--- config.mk ---
export PLATFORM = sky130hd
export DESIGN_NAME = rsc_reset_sequencer
export DESIGN_NICKNAME = d
export VERILOG_FILES = /design/src/hdl/rsc_pkg.sv /design/src/hdl/rsc_seq_timer.sv /design/src/hdl/rsc_reset_sequencer.sv
export SDC_FILE = /design/constraint.sdc
export NUM_CORES = 1
export LEC_CHECK = 0
export BUFFER_PORTS_ARGS = -buffer_cell sky130_fd_sc_hd__buf_2
export CORE_ASPECT_RATIO = 1.75
export CORE_MARGIN = 10
export CORE_UTILIZATION = 59
export CTS_CLUSTER_DIAMETER = 100
export CTS_CLUSTER_SIZE = 12
export DETAILED_ROUTE_END_ITERATION = 6
export PLACE_DENSITY_LB_ADDON = 0.2
export SLEW_MARGIN = 0
export SYNTH_ARGS = -nofsm -noshare
export SYNTH_HDL_FRONTEND = slang
export SYNTH_SLANG_ARGS = --single-unit
--- constraint.sdc ---
create_clock -name core_clk -period 3.1 [get_ports core_clk]
set_input_delay 0.465 -clock core_clk [delete_from_list [all_inputs] [get_ports core_clk]]
set_output_delay 0.465 -clock core_clk [all_outputs]
set_load 0.02 [all_outputs]
--- src/hdl/rsc_pkg.sv ---
// Constants and types shared by the reset sequence controller
package rsc_pkg;
	localparam int unsigned CLK_MHZ = 125;
	localparam int unsigned CNT_W = 24;

	// Sequence durations as printed, in their own units
	localparam int unsigned DRB_MIN_MS = 15;
	localparam int unsigned DRB_MAX_MS = 50;
	localparam int unsigned DR_MIN_US = 400;
	localparam int unsigned DR_MAX_US = 2000;
	localparam int unsigned ERLB_MIN_MS = 15;
	localparam int unsigned ERLB_MAX_MS = 50;
	localparam int unsigned FRL_MIN_US = 400;
	localparam int unsigned FRL_MAX_US = 2000;
	localparam int unsigned FRS_MIN_US = 1;
	localparam int unsigned FRS_MAX_US = 500;

	// Cycle counts; all figures divide exactly at 125 MHz
	localparam int unsigned DRB_MIN_CYC = DRB_MIN_MS * 1000 * CLK_MHZ;
	localparam int unsigned DRB_MAX_CYC = DRB_MAX_MS * 1000 * CLK_MHZ;
	localparam int unsigned DR_MIN_CYC = DR_MIN_US * CLK_MHZ;
	localparam int unsigned DR_MAX_CYC = DR_MAX_US * CLK_MHZ;
	localparam int unsigned ERLB_MIN_CYC = ERLB_MIN_MS * 1000 * CLK_MHZ;
	localparam int unsigned ERLB_MAX_CYC = ERLB_MAX_MS * 1000 * CLK_MHZ;
	localparam int unsigned FRL_MIN_CYC = FRL_MIN_US * CLK_MHZ;
	localparam int unsigned FRL_MAX_CYC = FRL_MAX_US * CLK_MHZ;
	localparam int unsigned FRS_MIN_CYC = FRS_MIN_US * CLK_MHZ;
	localparam int unsigned FRS_MAX_CYC = FRS_MAX_US * CLK_MHZ;

	// Lengths of the first two phases; the third phase takes the rest
	localparam logic [CNT_W-1:0] PH1_CYC = 24'h000004;
	localparam logic [CNT_W-1:0] PH2_CYC = 24'h000004;
	localparam logic [CNT_W-1:0] CNT_RESET = 24'h000000;

	typedef enum logic [2:0] {
		K_DRB,
		K_DR,
		K_ERLB,
		K_FRL,
		K_FRS
	} rsc_kind_t;

	typedef enum logic [2:0] {
		ST_POR_HOLD,
		ST_PH1,
		ST_PH2,
		ST_PH3,
		ST_EXTEND,
		ST_RUN
	} rsc_state_t;

	typedef struct packed {
		logic inReset;
		logic thirdResetPhase;
		rsc_kind_t kind;
	} rsc_status_t;

	localparam rsc_status_t STATUS_RESET = '{inReset: 1'b1, thirdResetPhase: 1'b0, kind: K_DRB};
endpackage : rsc_pkg

--- src/hdl/rsc_seq_timer.sv ---
// Elapsed-cycle counter for one reset sequence
`timescale 1ns/1ps
module rsc_seq_timer (
	input wire logic core_clk,
	input wire logic rst,
	input wire logic clear,
	output logic [rsc_pkg::CNT_W-1:0] elapsed
);
	logic [rsc_pkg::CNT_W-1:0] next_elapsed;

	// Saturates so a long external extension cannot wrap back into range
	always_comb begin
		if (clear) begin
			next_elapsed = rsc_pkg::CNT_RESET;
		end else if (&elapsed) begin
			next_elapsed = elapsed;
		end else begin
			next_elapsed = elapsed + 24'h000001;
		end
	end

	always_ff @(posedge core_clk or posedge rst) begin
		if (rst) begin
			elapsed <= rsc_pkg::CNT_RESET;
		end else begin
			elapsed <= next_elapsed;
		end
	end
endmodule : rsc_seq_timer

--- src/hdl/rsc_reset_sequencer.sv ---
// Reset sequencer: five reset sequences, shared open-drain reset line
// Behaviour
// - Destructive reset with self test lasts 15 ms to 50 ms before run mode.
// - Destructive reset without self test lasts 400 us to 2000 us.
// - Long external reset with self test lasts 15 ms to 50 ms.
// - Long functional reset without self test lasts 400 us to 2000 us.
// - Short functional reset lasts 1 us to 500 us.
// - Maximum durations hold only when nobody holds the reset line low.
// - Sequence ends when run mode starts and the first instruction executes.
// - Destructive resets start the regulator self test inside the third phase.
// - Power-on-reset deassertion starts the reset sequence in both regulation modes.
// - Device only pulls the reset line low, never drives it high.
// - Device stays in reset while the line is held low after the third phase.
// - Functional resets drive the line low only when that source is enabled.
`timescale 1ns/1ps
module rsc_reset_sequencer #(
	parameter int unsigned DRB_CYC = rsc_pkg::DRB_MIN_CYC,
	parameter int unsigned DR_CYC = rsc_pkg::DR_MIN_CYC,
	parameter int unsigned ERLB_CYC = rsc_pkg::ERLB_MIN_CYC,
	parameter int unsigned FRL_CYC = rsc_pkg::FRL_MIN_CYC,
	parameter int unsigned FRS_CYC = rsc_pkg::FRS_MIN_CYC
) (
	input wire logic core_clk,
	input wire logic rst,
	input wire logic powerOnResetInput_n,
	input wire logic bistEnable,
	input wire logic destructiveReq,
	input wire logic functionalReq,
	input wire logic functionalShort,
	input wire logic functionalResetPinEnable,
	input wire logic resetLineIn,
	output logic resetLineOut,
	output logic resetLineOe,
	output logic runModeEntry,
	output logic smpsSelfTestStart,
	output rsc_pkg::rsc_status_t status
);
	rsc_pkg::rsc_state_t state;
	rsc_pkg::rsc_state_t next_state;
	rsc_pkg::rsc_kind_t kind;
	rsc_pkg::rsc_kind_t next_kind;
	logic drivePin;
	logic next_drivePin;
	logic next_resetLineOe;
	logic next_runModeEntry;
	logic next_smpsSelfTestStart;
	rsc_pkg::rsc_status_t next_status;
	logic [rsc_pkg::CNT_W-1:0] elapsed;
	logic [rsc_pkg::CNT_W-1:0] target;
	logic timerClear;
	logic extended;
	logic next_extended;

	rsc_seq_timer u_timer (
		.core_clk(core_clk),
		.rst(rst),
		.clear(timerClear),
		.elapsed(elapsed)
	);

	always_comb begin
		case (kind)
			rsc_pkg::K_DRB: target = DRB_CYC[rsc_pkg::CNT_W-1:0];
			rsc_pkg::K_DR: target = DR_CYC[rsc_pkg::CNT_W-1:0];
			rsc_pkg::K_ERLB: target = ERLB_CYC[rsc_pkg::CNT_W-1:0];
			rsc_pkg::K_FRL: target = FRL_CYC[rsc_pkg::CNT_W-1:0];
			rsc_pkg::K_FRS: target = FRS_CYC[rsc_pkg::CNT_W-1:0];
			default: target = DRB_CYC[rsc_pkg::CNT_W-1:0];
		endcase
	end

	always_comb begin
		next_state = state;
		next_kind = kind;
		next_drivePin = drivePin;
		next_runModeEntry = 1'b0;
		next_smpsSelfTestStart = 1'b0;
		next_extended = extended;
		timerClear = 1'b0;
		case (state)
			rsc_pkg::ST_POR_HOLD: begin
				// Supplies are in range once the regulator releases this input
				if (powerOnResetInput_n) begin
					next_state = rsc_pkg::ST_PH1;
					next_kind = bistEnable ? rsc_pkg::K_DRB : rsc_pkg::K_DR;
					next_drivePin = 1'b1;
					timerClear = 1'b1;
				end
			end
			rsc_pkg::ST_PH1: begin
				if (elapsed == rsc_pkg::PH1_CYC - 24'h000001) begin
					next_state = rsc_pkg::ST_PH2;
				end
			end
			rsc_pkg::ST_PH2: begin
				if (elapsed == rsc_pkg::PH1_CYC + rsc_pkg::PH2_CYC - 24'h000001) begin
					next_state = rsc_pkg::ST_PH3;
					// The self test time is spent inside the third phase
					if (kind == rsc_pkg::K_DRB || kind == rsc_pkg::K_DR) begin
						next_smpsSelfTestStart = 1'b1;
					end
				end
			end
			rsc_pkg::ST_PH3: begin
				if (elapsed == target - 24'h000001) begin
					next_state = rsc_pkg::ST_EXTEND;
					next_extended = 1'b0;
				end
			end
			rsc_pkg::ST_EXTEND: begin
				// Line released; an outside generator may still hold it low
				if (resetLineIn) begin
					next_state = rsc_pkg::ST_RUN;
					next_runModeEntry = 1'b1;
				end else begin
					next_extended = 1'b1;
				end
			end
			rsc_pkg::ST_RUN: begin
				if (destructiveReq) begin
					next_state = rsc_pkg::ST_PH1;
					next_kind = bistEnable ? rsc_pkg::K_DRB : rsc_pkg::K_DR;
					next_drivePin = 1'b1;
					timerClear = 1'b1;
				end else if (!resetLineIn) begin
					next_state = rsc_pkg::ST_PH1;
					next_kind = rsc_pkg::K_ERLB;
					next_drivePin = 1'b1;
					timerClear = 1'b1;
				end else if (functionalReq) begin
					next_state = rsc_pkg::ST_PH1;
					next_kind = functionalShort ? rsc_pkg::K_FRS : rsc_pkg::K_FRL;
					next_drivePin = functionalResetPinEnable;
					timerClear = 1'b1;
				end
			end
			default: begin
				next_state = rsc_pkg::ST_POR_HOLD;
			end
		endcase
		// A low power-on-reset input overrides every sequence
		if (!powerOnResetInput_n) begin
			next_state = rsc_pkg::ST_POR_HOLD;
			next_drivePin = 1'b1;
			next_runModeEntry = 1'b0;
			next_smpsSelfTestStart = 1'b0;
			timerClear = 1'b1;
		end
		next_resetLineOe = drivePinActive(next_state, next_drivePin);
		next_status.inReset = (next_state != rsc_pkg::ST_RUN);
		next_status.thirdResetPhase = (next_state == rsc_pkg::ST_PH3);
		next_status.kind = next_kind;
	end

	function automatic logic drivePinActive(input rsc_pkg::rsc_state_t st, input logic en);
		drivePinActive = en && (st == rsc_pkg::ST_POR_HOLD || st == rsc_pkg::ST_PH1
			|| st == rsc_pkg::ST_PH2 || st == rsc_pkg::ST_PH3);
	endfunction : drivePinActive

	always_ff @(posedge core_clk or posedge rst) begin
		if (rst) begin
			state <= rsc_pkg::ST_POR_HOLD;
			kind <= rsc_pkg::K_DRB;
			drivePin <= 1'b1;
			extended <= 1'b0;
			resetLineOut <= 1'b0;
			resetLineOe <= 1'b1;
			runModeEntry <= 1'b0;
			smpsSelfTestStart <= 1'b0;
			status <= rsc_pkg::STATUS_RESET;
		end else begin
			state <= next_state;
			kind <= next_kind;
			drivePin <= next_drivePin;
			extended <= next_extended;
			// Open drain: the pad only ever sees a low value
			resetLineOut <= 1'b0;
			resetLineOe <= next_resetLineOe;
			runModeEntry <= next_runModeEntry;
			smpsSelfTestStart <= next_smpsSelfTestStart;
			status <= next_status;
		end
	end

	// Lower bound falls to the configured length in shortened builds; full builds keep the real minimum
	localparam int unsigned DRB_LO = DRB_CYC < rsc_pkg::DRB_MIN_CYC ? DRB_CYC : rsc_pkg::DRB_MIN_CYC;
	localparam int unsigned DR_LO = DR_CYC < rsc_pkg::DR_MIN_CYC ? DR_CYC : rsc_pkg::DR_MIN_CYC;
	localparam int unsigned ERLB_LO = ERLB_CYC < rsc_pkg::ERLB_MIN_CYC ? ERLB_CYC : rsc_pkg::ERLB_MIN_CYC;
	localparam int unsigned FRL_LO = FRL_CYC < rsc_pkg::FRL_MIN_CYC ? FRL_CYC : rsc_pkg::FRL_MIN_CYC;
	localparam int unsigned FRS_LO = FRS_CYC < rsc_pkg::FRS_MIN_CYC ? FRS_CYC : rsc_pkg::FRS_MIN_CYC;

	// Durations are checked at run mode entry against the elapsed count
	property p_drb_duration;
		@(posedge core_clk) disable iff (rst)
		runModeEntry && kind == rsc_pkg::K_DRB |-> elapsed >= DRB_LO
			&& (extended || elapsed <= rsc_pkg::DRB_MAX_CYC);
	endproperty
	a_drb_duration: assert property (p_drb_duration) else $error("destructive self-test reset duration out of range");

	property p_dr_duration;
		@(posedge core_clk) disable iff (rst)
		runModeEntry && kind == rsc_pkg::K_DR |-> elapsed >= DR_LO
			&& (extended || elapsed <= rsc_pkg::DR_MAX_CYC);
	endproperty
	a_dr_duration: assert property (p_dr_duration) else $error("destructive reset duration out of range");

	property p_erlb_duration;
		@(posedge core_clk) disable iff (rst)
		runModeEntry && kind == rsc_pkg::K_ERLB |-> elapsed >= ERLB_LO
			&& (extended || elapsed <= rsc_pkg::ERLB_MAX_CYC);
	endproperty
	a_erlb_duration: assert property (p_erlb_duration) else $error("external long reset duration out of range");

	property p_frl_duration;
		@(posedge core_clk) disable iff (rst)
		runModeEntry && kind == rsc_pkg::K_FRL |-> elapsed >= FRL_LO
			&& (extended || elapsed <= rsc_pkg::FRL_MAX_CYC);
	endproperty
	a_frl_duration: assert property (p_frl_duration) else $error("functional long reset duration out of range");

	property p_frs_duration;
		@(posedge core_clk) disable iff (rst)
		runModeEntry && kind == rsc_pkg::K_FRS |-> elapsed >= FRS_LO
			&& (extended || elapsed <= rsc_pkg::FRS_MAX_CYC);
	endproperty
	a_frs_duration: assert property (p_frs_duration) else $error("functional short reset duration out of range");

	property p_hold_while_low;
		@(posedge core_clk) disable iff (rst)
		state == rsc_pkg::ST_EXTEND && !resetLineIn && powerOnResetInput_n |=> !runModeEntry && status.inReset;
	endproperty
	a_hold_while_low: assert property (p_hold_while_low) else $error("left reset while line held low");

	property p_run_entry;
		@(posedge core_clk) disable iff (rst)
		$fell(status.inReset) |-> runModeEntry ##1 !runModeEntry;
	endproperty
	a_run_entry: assert property (p_run_entry) else $error("run mode entry not marked on reset exit");

	property p_smps_third;
		@(posedge core_clk) disable iff (rst)
		smpsSelfTestStart |-> status.thirdResetPhase && (kind == rsc_pkg::K_DRB || kind == rsc_pkg::K_DR);
	endproperty
	a_smps_third: assert property (p_smps_third) else $error("regulator self test outside destructive third phase");

	property p_por_start;
		@(posedge core_clk) disable iff (rst)
		state == rsc_pkg::ST_POR_HOLD && powerOnResetInput_n |=> state == rsc_pkg::ST_PH1 && elapsed == rsc_pkg::CNT_RESET;
	endproperty
	a_por_start: assert property (p_por_start) else $error("sequence did not start on power-on-reset release");

	property p_low_only;
		@(posedge core_clk) disable iff (rst)
		resetLineOe |-> !resetLineOut;
	endproperty
	a_low_only: assert property (p_low_only) else $error("reset line driven high");

	property p_func_pin;
		@(posedge core_clk) disable iff (rst)
		(kind == rsc_pkg::K_FRL || kind == rsc_pkg::K_FRS) && !drivePin && powerOnResetInput_n |-> !resetLineOe;
	endproperty
	a_func_pin: assert property (p_func_pin) else $error("functional reset drove line without enable");
endmodule : rsc_reset_sequencer

==> results.cfg <==
[logic_synthesis]
synth_seq_cells = 36
synth_edf_count = 0
synth-seq-area-share_pct = 44.4
yosysWarnings = 0
ys_types = 51
async_flop_share_pct = 100
avgSynthCellArea_um2 = 9.10
synth_ff_type = dfrtp_1
synthesis.area_mm2 = 0.00204
syn_inst = 224
syn_nets = 234

[power]
powerDensity_mw_per_mm2 = 396
peakVddDrop_uv = 363
p_total_w = 0.000888
p_leak_nw = 0.929

[timing]
period_share_pct = 73.7
fin_skew_ns = 0.00446
setup-tns-final_ns = 0
hold_viol = 0
rsz0062_at_grt = false
slew_violations = 0
timing.final.ws_setup_ns = 0.815
whs_ns = 0.278
maxSlewHeadroom_pct = 48.2
setup-violations-final = 0
min_period_ns = 2.28
worst_pin_slew_ns = 0.772
fmaxAchievable_mhz = 438

[critical_path]
path_max_fanout = 5
reg2regPathDepth = 6
slowest_stage = or4_1
r2r_slack_ns = 0.82
cp.required_ns = 3.28
crit_chain = or4_1 -> nand4b_4 -> or4_4 -> a21o_1 -> o21bai_1 -> and2_1
start_kind = flip-flop
cp.arrival_ns = 2.47
endpoint_kind = flip-flop
r2r-start = u_timer.elapsed[17]
critPathMaxStageDelay_ns = 0.56
crit_type = reg -> reg
path_delay_family = simple AND/OR/NAND/NOR gates
regToRegEndpoint = state[0]
critPathBufInv = 0

[floorplanning]
dieArea_mm2 = 0.00630
fp.coreArea_mm2 = 0.00336
die_w_um = 64.4
die_y_um = 97.8
io_pins = 18
initial_core_util_pct = 60.6
row_count = 28

[grt]
met3_usage_pct = 3.55
grt_pass1_wl_mm = 7.94
track_usage_pct = 15.3
grt_max_degree = 25
antenna_found_initial = 0
grt_pass1_vias = 1747
grt-busiest-layer = met2
use_met2_pct = 28.5
grt_overflow = 0
use_met1_pct = 14.0

[cts]
cts_root_buf = clkbuf_8
cts_tree = built
cts.htree.levels = 2
postCtsSetupBuffers = 0
clk_latency_ns = 0.29
clockBufferDepth = 2
cts_resized = 0
clock_sinks = 36
cts_buffers = 5
hold_buffers = 0
cts.clk_slew.worst_paths_ns = 0.07

[place]
gp_congestion = 0.921
place_ws_ns = 0.833
hpwl_mm = 3.53
io_buffers = 16

[final_layout]
antenna_cells = 0
fill_cells = 290
multi_input_area_mm2 = 0.00107
layout.nets = 250
drive_above_1_share_pct = 15.8
syn2layout_area_growth_pct = 10.0
ff_latch_area_um2 = 905

[detailed_routing]
viasPerCell = 6.05
first_iter_violations = 72
num_vias = 1730
wire_per_inst_um = 16.5
dr.pass1.iters = 4
ant_nets = 0
drc = 0
wl_mm = 4.71

[hold_path]
worstHoldPathType = in -> async

[run_status]
status = complete, no violations

[run]
maxCapViolations = 0
==> placed cells by master, fill, tap and decap left out, types with 2 or more instances in the layout <==
| cell type | n |
|---|---|
| a211oi_1 | 2 |
| a21oi_1 | 5 |
| a22oi_1 | 2 |
| a31oi_1 | 3 |
| and2_1 | 2 |
| and3_1 | 4 |
| and4_1 | 2 |
| buf_2 | 16 |
| buf_4 | 2 |
| clkbuf_8 | 6 |
| clkinv_2 | 2 |
| dfrtp_1 | 33 |
| dfstp_2 | 3 |
| inv_1 | 6 |
| mux2i_1 | 2 |
| nand2_1 | 17 |
| nand2b_1 | 3 |
| nand3_1 | 11 |
| nand4_1 | 11 |
| nand4b_1 | 2 |
| nor2_1 | 40 |
| nor2b_1 | 5 |
| nor3_1 | 7 |
| nor3_2 | 2 |
| nor3b_1 | 2 |
| nor4_1 | 3 |
| o21ai_0 | 3 |
| xnor2_1 | 6 |
| xor2_1 | 16 |
==> worst max-delay path by stage <==
stage	endpoint	slack, ns	start	depth (start not counted)
after global routing	u_timer.elapsed[23]	0.61	u_timer.elapsed[0]	7
after detailed placement	state[0]	0.83	u_timer.elapsed[17]	6
after CTS	state[0]	0.81	u_timer.elapsed[17]	6
final	state[0]	0.82	u_timer.elapsed[17]	6
after global placement	state[0]	0.87	u_timer.elapsed[17]	6
after floorplan	state[0]	0.91	u_timer.elapsed[17]	6
==> cells by family (layout without fill, tap and decap cells) <==
kind of cell	Yosys count	count (layout)	share of synthesized area (%)
buffers and inverters	15	32	3.07
flip-flops	36	36	44.4
AO/OA/AOI/OAI	25	25	8.23
XOR/XNOR	22	22	9.45
other	1	1	0.184
adder cells (fa/ha/maj)	1	1	0.614
multiplexers	3	3	1.53
AND/OR/NAND/NOR	121	121	32.5
==> cell type report <==
type / instances / share of cell area, %
clock buffer: 6 / 3.68
tap: 45 / 2.51
timing repair buffer: 18 / 4.24
multi-input combinational: 173 / 47.8
inverter: 6 / 1.00
clock inverter: 2 / 0.446
sequential: 36 / 40.3
==> sequential cells by signal, summed over array words and instances (netlist names) <==
signal / flops
kind: 3
state: 3
drivePin: 1
status: 2
smpsSelfTestStart: 1
resetLineOe: 1
runModeEntry: 1
u_timer.elapsed: 24
==> metal layers <==
| layer | routed length, um | share of wire [%] |
|---|---|---|
| met1 | 1750 | 37 |
| met2 | 2610 | 56 |
| met5 | 0 | 0 |
| met3 | 152 | 3.2 |
| met4 | 190 | 4.0 |
==> synthesized netlist by cell type, types with 3 or more instances <==
| cell | n | area share (%) |
|---|---|---|
| nor2_1 | 40 | 7.4 |
| dfrtp_1 | 33 | 41 |
| nand2_1 | 17 | 3.1 |
| xor2_1 | 16 | 6.9 |
| nand3_1 | 11 | 2.7 |
| nand4_1 | 11 | 3.4 |
| nor3_1 | 7 | 1.7 |
| clkbuf_1 | 6 | 1.1 |
| inv_1 | 6 | 1.1 |
| xnor2_1 | 6 | 2.6 |
| a21oi_1 | 5 | 1.2 |
| nor2b_1 | 5 | 1.5 |
| and3_1 | 4 | 1.2 |
| a31oi_1 | 3 | 0.92 |
| dfstp_2 | 3 | 3.9 |
| nand2b_1 | 3 | 0.92 |
| nor4_1 | 3 | 0.92 |
| o21ai_0 | 3 | 0.74 |
==> metrics by stage <==
| stage | area (um^2) | util [%] | std cells |
|---|---|---|---|
| after floorplan | 2040 | - | 224 |
| after global placement | 2150 | 63.9 | 278 |
| after detailed placement | 2150 | 63.9 | 278 |
| after CTS | 2240 | 66.7 | 286 |
| after global routing | 2240 | 66.7 | 286 |
| final | 2240 | 66.7 | 286 |
==> where the power goes <==
part | switching, W | total (W) | internal, W
clock | 0.000169 | 0.000346 | 0.000177
combinational | 0.0000394 | 0.0000601 | 0.0000207
sequential | 0.00000773 | 0.000482 | 0.000474
No activity file was read; power rests on OpenSTA's default activity.
